## src/khig_map.svh

```systemverilog
// Register map, field positions, reset values and pulse counts
// Assumes inclusion by the package, khig_top and khig_shaper
`ifndef KHIG_MAP_SVH
`define KHIG_MAP_SVH

// ****************************************************
// Register offsets
// ****************************************************
`define KHIG_OFS_ENABLES  8'h00
`define KHIG_OFS_SHAPE    8'h02
`define KHIG_OFS_STATUS   8'h04
`define KHIG_OFS_KBD_DATA 8'h06
`define KHIG_OFS_AUX_DATA 8'h08
`define KHIG_OFS_PM1_DATA 8'h0c

// ****************************************************
// Field positions
// ****************************************************
`define KHIG_BIT_KBD_EN   0
`define KHIG_BIT_AUX_EN   1
`define KHIG_BIT_PM1_EN   4
`define KHIG_BIT_INV      6
`define KHIG_MODE_HI      5
`define KHIG_MODE_LO      3
`define KHIG_BIT_L11      2
`define KHIG_BIT_L12      1
`define KHIG_BIT_L1       0

// ****************************************************
// Reset values and write masks
// ****************************************************
`define KHIG_ENABLES_RST  8'h00
`define KHIG_SHAPE_RST    8'h07
`define KHIG_WMASK        8'h7f

// ****************************************************
// Mode codes and edge pulse lengths in core_clk cycles
// ****************************************************
`define KHIG_MODE_LEVEL   3'h0
`define KHIG_MODE_E1      3'h1
`define KHIG_MODE_E2      3'h2
`define KHIG_MODE_E8      3'h5
`define KHIG_MODE_E16     3'h6
`define KHIG_LEN_1        5'h01
`define KHIG_LEN_2        5'h02
`define KHIG_LEN_8        5'h08
`define KHIG_LEN_16       5'h10

`endif

```

## src/khig_pkg.sv

```systemverilog
// Types and decode functions shared by the host interrupt block
// Assumes khig_map.svh sits beside it
`include "khig_map.svh"

package khig_pkg;

	// Shaper states, Gray coded
	typedef enum logic [0:0] {
		KHIG_SH_IDLE  = 1'b0,
		KHIG_SH_PULSE = 1'b1
	} khig_shp_state_t;

	typedef logic [2:0] khig_mode_t;
	typedef logic [4:0] khig_len_t;

	// True for the four edge codes
	function automatic logic khig_is_edge(input khig_mode_t m);
		return (m == `KHIG_MODE_E1) || (m == `KHIG_MODE_E2) ||
		       (m == `KHIG_MODE_E8) || (m == `KHIG_MODE_E16);
	endfunction

	// Low pulse length for an edge code
	function automatic khig_len_t khig_pulse_len(input khig_mode_t m);
		khig_len_t l;
		l = `KHIG_LEN_1;
		case (m)
			`KHIG_MODE_E2:  l = `KHIG_LEN_2;
			`KHIG_MODE_E8:  l = `KHIG_LEN_8;
			`KHIG_MODE_E16: l = `KHIG_LEN_16;
			default:        l = `KHIG_LEN_1;
		endcase
		return l;
	endfunction

endpackage

```

## src/khig_top.sv

```systemverilog
// Host interrupt generation for the keyboard and PM1 channels:
// register file, output-full flags and three shaped host lines.
// Assumes bus strobes and host read pulses come from core_clk logic.
//
// Our own choice: the strobed register port.
`timescale 1ns/10ps
`include "khig_map.svh"

module khig_top (
	// Clock and reset
	input  wire logic       core_clk,
	input  wire logic       sys_rst,
	// Register port
	input  wire logic [7:0] reg_addr,
	input  wire logic [7:0] reg_wdata,
	input  wire logic       reg_wr,
	input  wire logic       reg_rd,
	output logic      [7:0] reg_rdata,
	// Host side reads of the data outputs
	input  wire logic       host_kbd_rd,
	input  wire logic       host_pm1_rd,
	// Data and flags toward the host
	output logic      [7:0] kbd_host_data,
	output logic      [7:0] pm1_host_data,
	output logic            kbd_obf,
	output logic            pm1_obf,
	// Lines toward serial interrupt routing
	output logic            irq1_line,
	output logic            irq11_line,
	output logic            irq12_line
);
	import khig_pkg::*;

	// ****************************************************
	// Declarations
	// ****************************************************
	logic [7:0] host_side_irq_enables_reg;
	logic [7:0] host_irq_shape_control_reg;
	logic       aux_src_reg;
	logic       kbd_full_host_irq_en;
	logic       aux_full_host_irq_en;
	logic       pm_one_host_irq_en;
	logic       irq_invert;
	khig_mode_t irq_signal_mode;
	logic       line_one_direct_bit;
	logic       line_eleven_direct_bit;
	logic       line_twelve_direct_bit;
	logic       wr_enables;
	logic       wr_shape;
	logic       wr_kbd;
	logic       wr_aux;
	logic       wr_pm1;
	logic       line_one_cond;
	logic       line_eleven_cond;
	logic       line_twelve_cond;
	logic [7:0] rdata_next;

	// ****************************************************
	// Write decode
	// ****************************************************

	// One select per writable register
	always_comb begin
		wr_enables = 1'b0;
		wr_shape   = 1'b0;
		wr_kbd     = 1'b0;
		wr_aux     = 1'b0;
		wr_pm1     = 1'b0;
		if (reg_wr && reg_addr == `KHIG_OFS_ENABLES) begin
			wr_enables = 1'b1;
		end else if (reg_wr && reg_addr == `KHIG_OFS_SHAPE) begin
			wr_shape = 1'b1;
		end else if (reg_wr && reg_addr == `KHIG_OFS_KBD_DATA) begin
			wr_kbd = 1'b1;
		end else if (reg_wr && reg_addr == `KHIG_OFS_AUX_DATA) begin
			wr_aux = 1'b1;
		end else if (reg_wr && reg_addr == `KHIG_OFS_PM1_DATA) begin
			wr_pm1 = 1'b1;
		end
	end

	// ****************************************************
	// Control registers
	// ****************************************************

	// Enable register; bit 7 held at zero
	always_ff @(posedge core_clk or posedge sys_rst) begin
		if (sys_rst) begin
			host_side_irq_enables_reg <= `KHIG_ENABLES_RST;
		end else if (wr_enables) begin
			host_side_irq_enables_reg <= reg_wdata & `KHIG_WMASK;
		end
	end

	// Shape register; bit 7 held at zero, direct bits reset high
	always_ff @(posedge core_clk or posedge sys_rst) begin
		if (sys_rst) begin
			host_irq_shape_control_reg <= `KHIG_SHAPE_RST;
		end else if (wr_shape) begin
			host_irq_shape_control_reg <= reg_wdata & `KHIG_WMASK;
		end
	end

	// Field views
	assign kbd_full_host_irq_en =
		host_side_irq_enables_reg[`KHIG_BIT_KBD_EN];
	assign aux_full_host_irq_en =
		host_side_irq_enables_reg[`KHIG_BIT_AUX_EN];
	assign pm_one_host_irq_en =
		host_side_irq_enables_reg[`KHIG_BIT_PM1_EN];
	assign irq_invert = host_irq_shape_control_reg[`KHIG_BIT_INV];
	assign irq_signal_mode =
		host_irq_shape_control_reg[`KHIG_MODE_HI:`KHIG_MODE_LO];
	assign line_one_direct_bit =
		host_irq_shape_control_reg[`KHIG_BIT_L1];
	assign line_twelve_direct_bit =
		host_irq_shape_control_reg[`KHIG_BIT_L12];
	assign line_eleven_direct_bit =
		host_irq_shape_control_reg[`KHIG_BIT_L11];

	// ****************************************************
	// Output data and full flags
	// ****************************************************

	// Keyboard and aux share one data output toward the host
	always_ff @(posedge core_clk or posedge sys_rst) begin
		if (sys_rst) begin
			kbd_host_data <= 8'h00;
		end else if (wr_kbd || wr_aux) begin
			kbd_host_data <= reg_wdata;
		end
	end

	// PM1 data output toward the host
	always_ff @(posedge core_clk or posedge sys_rst) begin
		if (sys_rst) begin
			pm1_host_data <= 8'h00;
		end else if (wr_pm1) begin
			pm1_host_data <= reg_wdata;
		end
	end

	// Remembers whether the last shared write came from aux
	always_ff @(posedge core_clk or posedge sys_rst) begin
		if (sys_rst) begin
			aux_src_reg <= 1'b0;
		end else if (wr_aux) begin
			aux_src_reg <= 1'b1;
		end else if (wr_kbd) begin
			aux_src_reg <= 1'b0;
		end
	end

	khig_obf u_kbd_obf (
		.core_clk  (core_clk),
		.sys_rst   (sys_rst),
		.set_pulse (wr_kbd || wr_aux),
		.clr_pulse (host_kbd_rd),
		.full_flag (kbd_obf)
	);

	khig_obf u_pm1_obf (
		.core_clk  (core_clk),
		.sys_rst   (sys_rst),
		.set_pulse (wr_pm1),
		.clr_pulse (host_pm1_rd),
		.full_flag (pm1_obf)
	);

	// ****************************************************
	// Interrupt conditions and line shapers
	// ****************************************************

	// Buffer-full conditions per line
	assign line_one_cond    = kbd_obf && !aux_src_reg;
	assign line_twelve_cond = kbd_obf && aux_src_reg;
	assign line_eleven_cond = pm1_obf;

	khig_shaper u_line_one (
		.core_clk   (core_clk),
		.sys_rst    (sys_rst),
		.cond       (line_one_cond),
		.auto_en    (kbd_full_host_irq_en),
		.direct_bit (line_one_direct_bit),
		.invert     (irq_invert),
		.mode       (irq_signal_mode),
		.line       (irq1_line)
	);

	khig_shaper u_line_eleven (
		.core_clk   (core_clk),
		.sys_rst    (sys_rst),
		.cond       (line_eleven_cond),
		.auto_en    (pm_one_host_irq_en),
		.direct_bit (line_eleven_direct_bit),
		.invert     (irq_invert),
		.mode       (irq_signal_mode),
		.line       (irq11_line)
	);

	khig_shaper u_line_twelve (
		.core_clk   (core_clk),
		.sys_rst    (sys_rst),
		.cond       (line_twelve_cond),
		.auto_en    (aux_full_host_irq_en),
		.direct_bit (line_twelve_direct_bit),
		.invert     (irq_invert),
		.mode       (irq_signal_mode),
		.line       (irq12_line)
	);

	// ****************************************************
	// Read path
	// ****************************************************

	// Read mux; direct bits read back the live line levels
	always_comb begin
		rdata_next = 8'h00;
		if (reg_addr == `KHIG_OFS_ENABLES) begin
			rdata_next = host_side_irq_enables_reg;
		end else if (reg_addr == `KHIG_OFS_SHAPE) begin
			rdata_next = {1'b0,
				host_irq_shape_control_reg[`KHIG_BIT_INV:`KHIG_MODE_LO],
				irq11_line, irq12_line, irq1_line};
		end else if (reg_addr == `KHIG_OFS_STATUS) begin
			rdata_next = {5'h00, pm1_obf, aux_src_reg, kbd_obf};
		end
	end

	// Read data stands only in the cycle after the strobe
	always_ff @(posedge core_clk or posedge sys_rst) begin
		if (sys_rst) begin
			reg_rdata <= 8'h00;
		end else if (reg_rd) begin
			reg_rdata <= rdata_next;
		end else begin
			reg_rdata <= 8'h00;
		end
	end

	// ****************************************************
	// Checks
	// ****************************************************

	AST_TOP_RSVD_ZERO: assert property (@(posedge core_clk)
		disable iff (sys_rst) reg_rd |=> !reg_rdata[7])
		else $error("reserved bit read as one");

	AST_TOP_READBACK: assert property (@(posedge core_clk)
		disable iff (sys_rst) reg_rd && reg_addr == `KHIG_OFS_SHAPE
		|=> reg_rdata[2:0] == $past({irq11_line, irq12_line, irq1_line}))
		else $error("direct bits do not read back lines");

	AST_TOP_KBD_LEVEL: assert property (@(posedge core_clk)
		disable iff (sys_rst)
		kbd_full_host_irq_en && irq_signal_mode == `KHIG_MODE_LEVEL &&
		!irq_invert && line_one_cond |=> irq1_line)
		else $error("line one not raised while keyboard full");

	AST_TOP_PM1_LEVEL: assert property (@(posedge core_clk)
		disable iff (sys_rst)
		pm_one_host_irq_en && irq_signal_mode == `KHIG_MODE_LEVEL &&
		!irq_invert && pm1_obf |=> irq11_line)
		else $error("line eleven not raised while pm1 full");

	AST_TOP_AUX_INV: assert property (@(posedge core_clk)
		disable iff (sys_rst)
		aux_full_host_irq_en && irq_signal_mode == `KHIG_MODE_LEVEL &&
		irq_invert && line_twelve_cond |=> !irq12_line)
		else $error("inverted line twelve not low");

	AST_TOP_WR_FULL: assert property (@(posedge core_clk)
		disable iff (sys_rst) wr_pm1 |=> pm1_obf ##0 pm1_host_data ==
		$past(reg_wdata))
		else $error("pm1 write did not fill buffer");

	AST_TOP_DIRECT_RST: assert property (@(posedge core_clk)
		disable iff (sys_rst)
		$fell(sys_rst) |-> host_irq_shape_control_reg[2:0] == 3'h7)
		else $error("direct bits not reset high");

	AST_TOP_AUX_LEVEL: assert property (@(posedge core_clk)
		disable iff (sys_rst)
		aux_full_host_irq_en && irq_signal_mode == `KHIG_MODE_LEVEL &&
		!irq_invert && line_twelve_cond |=> irq12_line)
		else $error("line twelve not raised while aux full");

	AST_TOP_L11_DIRECT: assert property (@(posedge core_clk)
		disable iff (sys_rst)
		!pm_one_host_irq_en |=> irq11_line == $past(line_eleven_direct_bit))
		else $error("line eleven does not follow its bit");

	AST_TOP_RSVD_WR: assert property (@(posedge core_clk)
		disable iff (sys_rst)
		wr_shape |=> !host_irq_shape_control_reg[7])
		else $error("reserved shape bit took a write");

endmodule // khig_top

```

## src/khig_obf.sv

```systemverilog
// Output-full flag: set by firmware data write, cleared by host read
// Assumes set and clear are one-cycle pulses on core_clk
`timescale 1ns/10ps

module khig_obf (
	// Clock and reset
	input  wire logic core_clk,
	input  wire logic sys_rst,
	// Events
	input  wire logic set_pulse,
	input  wire logic clr_pulse,
	// Flag
	output logic      full_flag
);
	import khig_pkg::*;

	// Set wins over a clear in the same cycle
	always_ff @(posedge core_clk or posedge sys_rst) begin
		if (sys_rst) begin
			full_flag <= 1'b0;
		end else if (set_pulse) begin
			full_flag <= 1'b1;
		end else if (clr_pulse) begin
			full_flag <= 1'b0;
		end
	end

	AST_OBF_SET_WINS: assert property (@(posedge core_clk)
		disable iff (sys_rst) set_pulse |=> full_flag)
		else $error("full flag not set after write");

	AST_OBF_CLEAR: assert property (@(posedge core_clk)
		disable iff (sys_rst) clr_pulse && !set_pulse |=> !full_flag)
		else $error("full flag not cleared after host read");

endmodule // khig_obf

```

## src/khig_shaper.sv

```systemverilog
// One host interrupt line: direct, level or edge pulse form
// Assumes cond comes from logic on core_clk
`timescale 1ns/10ps
`include "khig_map.svh"

module khig_shaper (
	// Clock and reset
	input  wire logic              core_clk,
	input  wire logic              sys_rst,
	// Source and settings
	input  wire logic              cond,
	input  wire logic              auto_en,
	input  wire logic              direct_bit,
	input  wire logic              invert,
	input  wire khig_pkg::khig_mode_t mode,
	// Line toward routing
	output logic                   line
);
	import khig_pkg::*;

	khig_shp_state_t state_reg;
	khig_len_t       cnt_reg;
	logic            cond_reg;
	logic            edge_mode;
	logic            start;

	// Rising condition starts a pulse in edge mode
	assign edge_mode = khig_is_edge(mode);
	assign start     = auto_en && edge_mode && cond && !cond_reg;

	// Condition history for edge detection
	always_ff @(posedge core_clk or posedge sys_rst) begin
		if (sys_rst) begin
			cond_reg <= 1'b0;
		end else begin
			cond_reg <= cond;
		end
	end

	// Pulse sequencer, counted in core_clk cycles
	always_ff @(posedge core_clk or posedge sys_rst) begin
		if (sys_rst) begin
			state_reg <= KHIG_SH_IDLE;
			cnt_reg   <= 5'h00;
		end else begin
			case (state_reg)
				KHIG_SH_IDLE: begin
					if (start) begin
						state_reg <= KHIG_SH_PULSE;
						cnt_reg   <= khig_pulse_len(mode) - 5'h01;
					end
				end
				KHIG_SH_PULSE: begin
					if (cnt_reg == 5'h00) begin
						state_reg <= KHIG_SH_IDLE;
					end else begin
						cnt_reg <= cnt_reg - 5'h01;
					end
				end
				default: state_reg <= KHIG_SH_IDLE;
			endcase
		end
	end

	// Line level; direct bit when auto is off; edge line idles high unless inverted
	always_ff @(posedge core_clk or posedge sys_rst) begin
		if (sys_rst) begin
			line <= 1'b1;
		end else if (!auto_en) begin
			line <= direct_bit;
		end else if (edge_mode) begin
			line <= (state_reg != KHIG_SH_PULSE) ^ invert;
		end else begin
			line <= cond ^ invert;
		end
	end

	AST_SHP_DIRECT: assert property (@(posedge core_clk)
		disable iff (sys_rst) !auto_en |=> line == $past(direct_bit))
		else $error("direct line does not follow its bit");

	AST_SHP_LEVEL: assert property (@(posedge core_clk)
		disable iff (sys_rst)
		auto_en && mode == `KHIG_MODE_LEVEL |=> line == $past(cond ^ invert))
		else $error("level line does not follow condition");

	AST_SHP_E1: assert property (@(posedge core_clk)
		disable iff (sys_rst)
		start && mode == `KHIG_MODE_E1 && !invert ##1 auto_en && !invert
		|=> !line ##1 line)
		else $error("one cycle pulse has wrong width");

	AST_SHP_E2: assert property (@(posedge core_clk)
		disable iff (sys_rst)
		start && mode == `KHIG_MODE_E2 && !invert
		##1 (auto_en && edge_mode && !invert) [*3]
		|-> $past(!line) && !line ##1 line)
		else $error("two cycle pulse has wrong width");

	AST_SHP_IDLE_HIGH: assert property (@(posedge core_clk)
		disable iff (sys_rst)
		auto_en && edge_mode && !invert && state_reg == KHIG_SH_IDLE
		|=> line)
		else $error("edge line not idle high");

endmodule // khig_shaper

```

## config.mk

```make
export PLATFORM = sky130hd
export DESIGN_NAME = khig_top
export DESIGN_NICKNAME = d
export VERILOG_FILES = /design/src/khig_pkg.sv /design/src/khig_top.sv /design/src/khig_obf.sv /design/src/khig_shaper.sv
export VERILOG_INCLUDE_DIRS = /design/src /design/src/src
export SDC_FILE = /design/constraint.sdc
export NUM_CORES = 1
export LEC_CHECK = 0
export ABC_AREA = 0
export BUFFER_PORTS_ARGS = -buffer_cell sky130_fd_sc_hd__buf_2
export CORE_MARGIN = 1.5
export CORE_UTILIZATION = 36
export DETAILED_ROUTE_END_ITERATION = 8
export PLACE_DENSITY_LB_ADDON = 0.15
export SLEW_MARGIN = 10
export SYNTH_ARGS = -nofsm -noshare
export SYNTH_HDL_FRONTEND = slang
export SYNTH_SLANG_ARGS = --single-unit
```

## constraint.sdc

```tcl
create_clock -name core_clk -period 3.7 [get_ports core_clk]
set_input_delay 0.74 -clock core_clk [delete_from_list [all_inputs] [get_ports core_clk]]
set_output_delay 0.74 -clock core_clk [all_outputs]
set_load 0.02 [all_outputs]
```

After elaboration in Yosys (flattened, before gate mapping)
Cells that the tools add are included.

Register bits after elaboration: 65. Bits of input ports: 22. Output and inout port bits: 29.

$add $sub $neg: 6. Equality and inequality tests: 15. Mux-type cells: 56. Bitwise operators: 9. Reduce and logical (&&, ||, !) cells: 34.

Operator list (number): 5-bit two-way mux (12); 1-bit two-way mux (33); 5-bit case mux with 2 select lines (3); 5-bit by 1-bit subtractor with 5-bit output (second input constant) (6); 8-bit by 3-bit equality test with 1-bit output (second input constant) (2); 8-bit by 4-bit equality test with 1-bit output (second input constant) (2); 1-bit logical AND (16); 5-bit zero test (3); 5-bit case mux with 3 select lines (1); 7-bit two-way mux (2); 8-bit by 2-bit equality test with 1-bit output (second input constant) (1); 8-bit zero test (1); 8-bit two-way mux (1); 3-bit equality test (second input constant) (2); 2-bit by 1-bit != test with 1-bit output (second input constant) (3); 2-bit != test (second input constant) (3); 1-bit case mux with 2 select lines (3); 2-bit AND reduction (3); 2-bit nonzero test (3); 1-bit bitwise XOR (6); 1-bit zero test (4); 1-bit logical OR (4); 3-bit by 1-bit equality test with 1-bit output (second input constant) (1); 3-bit by 2-bit equality test with 1-bit output (second input constant) (1); other kinds (2) (4).

Logic depth before layout (Yosys ltp)
Depth after elaboration: 12. Mapped depth: 8. Gate-level depth less buffers: 7.

Cells and area by module
From an unflattened synthesis, not the netlist that was laid out.

Cell total of the unflattened synthesis: 289. Area total of the unflattened synthesis: 3314.4 sq um.

Modules (own cells, without submodules): khig_top (instances 1, cells each 119, area each 1687.9 sq um, sequential area each 954.7 sq um); khig_shaper (instances 3, cells each 54, area each 515.5 sq um, sequential area each 201.4 sq um); khig_obf (instances 2, cells each 4, area each 40.0 sq um, sequential area each 25.0 sq um).

Worst setup path before layout
No wires, ideal clock.

Kind: input -> register. Start: input port reg_addr[5]. End: register host_side_irq_enables_reg[0]. Arrival time: 2.137 ns. Slack: 1.438 ns. Stages on the path: 5. Buffers on the path: 1. Path through: or4_4 > nor4_4 > and2b_1 > buf_6 > mux2_2.

Cells in the longest elaborated chain, start to end: 3.

Ends and longest elaborated chain: from (decl) (RTL line khig_top.sv:14) `input wire logic [7:0] reg_addr,`; 8-bit zero test (no line); 1-bit logical AND (no line); 1-bit two-way mux (RTL line khig_top.sv:69) `` if (reg_wr && reg_addr == `KHIG_OFS_ENABLES) begin ``; to (signal assigned) (RTL line khig_top.sv:89) `` host_side_irq_enables_reg <= `KHIG_ENABLES_RST; ``; to (signal assigned) (RTL line khig_top.sv:91) `` host_side_irq_enables_reg <= reg_wdata & `KHIG_WMASK; ``; to (decl) (RTL line khig_top.sv:37) `logic [7:0] host_side_irq_enables_reg;`.

Every way passes these cells. A chain may end at the register's enable or synchronous reset.

Worst setup path after layout
Start: input port reg_addr[5]. End: register pm1_host_data[2].

Cells in the longest elaborated chain, start to end: 7. Elaborated cells between the ends (all ways): 15. Those cells by class: 4 x eq/ne; 5 x mux; 6 x reduce/logical.

Ends and longest elaborated chain: 8-bit by 4-bit equality test with 1-bit output (no line); 1-bit logical AND (no line); 1-bit two-way mux (RTL line khig_top.sv:77) `` end else if (reg_wr && reg_addr == `KHIG_OFS_PM1_DATA) begin ``; 1-bit two-way mux (RTL line khig_top.sv:75) `` end else if (reg_wr && reg_addr == `KHIG_OFS_AUX_DATA) begin ``; 1-bit two-way mux (RTL line khig_top.sv:73) `` end else if (reg_wr && reg_addr == `KHIG_OFS_KBD_DATA) begin ``; 1-bit two-way mux (RTL line khig_top.sv:71) `` end else if (reg_wr && reg_addr == `KHIG_OFS_SHAPE) begin ``; 1-bit two-way mux (*) (RTL line khig_top.sv:69); to (signal assigned) (RTL line khig_top.sv:139) `pm1_host_data <= reg_wdata;`; to (decl) (RTL line khig_top.sv:24) `output logic [7:0] pm1_host_data,`.

Mark *: on every way between the ends. The rest lies on a longest branch, timed or not.

==> impl_metrics.py <==
metrics = {
    "status": {
        "status": "complete, no violations",
    },
    "worst_setup_path": {
        "cp_num_buf_inv": 1,
        "cp-start-kind": "input pin",
        "crit_chain": "buf_2, or4_4, nor2_1, and3_1, mux2_2",
        "cp_slowest_stage_delay_ns": 0.57,
        "path_delay_family": "simple AND/OR/NAND/NOR gates",
        "worstPathArrival_ns": 2.45,
        "crit_path_max_fanout": 9,
        "worst_setup_path_end_kind": "flip-flop",
        "critPathRequiredTime_ns": 3.93,
        "crit_slowest_cell": "or4_4",
        "path_class": "input pin to flip-flop",
    },
    "sta": {
        "post-route-period-util": 0.600,
        "final_hold_viol_count": 0,
        "slew-limit-headroom": 0.478,
        "report.final.slew_viol_count": 0,
        "fin_crit_ns": 2.22,
        "tightest_slew_ns": 0.772,
        "rsz0062_at_grt": "false",
        "whs_ns": 0.481,
        "setup_slack_ns": 1.48,
        "fmax_mhz": 450,
        "fin_skew_ns": 0.00976,
        "final-setup-viol-count": 0,
        "fin_tns_setup_ns": 0,
    },
    "synthesis": {
        "ys_seq_area_frac": 0.532,
        "syn_nets": 284,
        "synth_top_cell_area_share": 0.480,
        "ys_types": 54,
        "yosysMostFrequentCell": "dfrtp_1",
        "synth_common_cells": "dfrtp_1 (58), mux2_2 (34), inv_1 (17), o21ai_0 (17), nor2_1 (12)",
        "synth_area_leaders": "dfrtp_1 (48%), mux2_2 (13%), dfstp_2 (5.2%)",
        "synthesis.instances": 258,
        "synth_flop_cell": "dfrtp_1",
        "synth_area_um2": 3030,
        "async_reset_ff_frac": 1.00,
        "ys_seq_elements": 64,
        "yosysTopAreaCell": "dfrtp_1",
        "ys.warnings.count": 0,
        "synth_edf_count": 0,
        "syn_avg_cell_area_um2": 11.7,
    },
    "detailed_routing": {
        "avgViaCountPerCell": 5.09,
        "routed_wl_um": 6390,
        "drtIter0Drc": 90,
        "postRouteAntennaNets": 0,
        "via_count": 2146,
        "firstDrtPassIters": 4,
        "drc": 0,
        "wl_per_cell_um": 15.1,
    },
    "clock_network": {
        "post_cts_buffers": 0,
        "clk_latency_ns": 0.35,
        "numCtsBuffers": 9,
        "cts_hold_buf": 0,
        "clk_path_buf_depth": 2,
        "worst_setup_hold_path_clk_slew_ns": 0.08,
        "root_buffer": "clkbuf_8",
        "clock-sinks": 64,
        "h-tree-depth": 3,
        "cts_resized": 0,
        "cts_tree": "done",
    },
    "place": {
        "place_ws_ns": 1.09,
        "hpwlAfterDp_um": 4590,
        "placed_cell_area_um2": 3370,
        "place_congestion": 0.752,
        "dp_cells": 406,
        "port_buffers": 49,
    },
    "grt": {
        "grt_max_degree": 37,
        "overflow": 0,
        "antenna_found_initial": 0,
        "grt_usage": 0.160,
        "first_global_vias": 2135,
        "grt_pass1_wl_um": 10800,
    },
    "pwr": {
        "power.total_mw": 1.55,
        "leakage_nw": 1.75,
        "peakVddDrop_uv": 192,
        "p_per_area_nw_per_um2": 431,
    },
    "floorplanning": {
        "die-height_um": 94.7,
        "ios": 51,
        "rows": 33,
        "dieWidth_um": 94.7,
        "die_area_um2": 8960,
        "initial_core_util": 0.370,
        "coreArea_um2": 8180,
    },
    "layout": {
        "antenna_cells": 0,
        "stdcell_area_um2": 3600,
        "area_growth_pct": 18.9,
        "instances_no_fill": 422,
        "drive_gt1_frac": 0.372,
        "nNetsFinal": 338,
        "nFillCells": 807,
        "reg_top3": "kbd_host_data x8, pm1_host_data x8",
        "postLayoutCoreUtil": 0.440,
    },
    "hold_path": {
        "worstHoldPathType": "flip-flop to flip-flop",
    },
    "job": {
        "cap_viol_max_count": 0,
    },
}
kinds of logic after synthesis:
family,Yosys count,share of synthesized area
other,1,0.00124
AND/OR/NAND/NOR,69,0.136
multiplexers,45,0.163
AO/OA/AOI/OAI,45,0.100
XOR/XNOR,5,0.0145
flip-flops,64,0.532
buffers and inverters,25,0.0364
adder cells (fa/ha/maj),4,0.0165
cell usage in the layout, fill, tap and decap left out, types with 3 or more instances in the layout:
master / synthesis / layout
or3_1: 3 / 3
mux2i_1: 11 / 11
nor2b_1: 5 / 5
a21oi_1: 7 / 7
dfrtp_1: 58 / 58
mux2_2: 34 / 34
buf_2: 1 / 49
nand2_1: 7 / 7
dfstp_2: 6 / 6
o32a_1: 3 / 3
ha_1: 4 / 4
inv_6: 0 / 3
nand3_1: 3 / 3
inv_1: 17 / 16
clkbuf_8: 0 / 9
nor3_1: 10 / 10
nor2_1: 12 / 12
o21ai_0: 17 / 17
xor2_1: 3 / 3
o31ai_1: 3 / 3
nand2b_1: 9 / 9
area by class of cell:
cell class	instances	area, µm²	area share
multi-input cells	169	1310	0.363
well taps	105	131	0.0365
repair buffers	51	260	0.0723
clock inverters	7	103	0.0285
clock buffers	9	124	0.0344
inverters	17	63.8	0.0177
flip-flops and latches	64	1610	0.447
worst min-delay path, delay by kind of cell (launching register included):
kind / cells / cell delay (ns)
compound gates: 1 / 0.04
flops: 1 / 0.37
simple gates: 1 / 0.08
path summary, 6_finish.rpt:
| kind | start | to | slack (ns) | cells past startpoint |
|---|---|---|---|---|
| min reg2reg | host_irq_shape_control_reg[2] | u_line_eleven.line | 0.48 | 2 |
| min | host_irq_shape_control_reg[2] | u_line_eleven.line | 0.48 | 2 |
| max in group asynchronous | sys_rst | u_line_twelve.cnt_reg[0] | 2.30 | 3 |
| min in group asynchronous | sys_rst | kbd_host_data[7] | 0.52 | 2 |
| max reg2reg | u_line_twelve.cnt_reg[0] | u_line_twelve.cnt_reg[0] | 1.70 | 5 |
| max | reg_addr[5] | pm1_host_data[2] | 1.48 | 5 |
per-layer routing:
metal  track usage  part of all wire  vias up
li1              -                 -     1028
met1         0.216              0.46     1080
met2         0.246              0.49       33
met5             0                 0        -
met3        0.0330             0.035        5
met4        0.0709             0.012        0
where the power goes:
| part | internal, mW | total (mW) | switching [mW] | leakage, nW |
|---|---|---|---|---|
| Sequential | 0.724 | 0.739 | 0.0154 | 0.861 |
| Clock | 0.387 | 0.688 | 0.301 | 0.111 |
| Combinational | 0.0506 | 0.123 | 0.0729 | 0.777 |
Note: power is estimated with default switching activity, not from simulation.
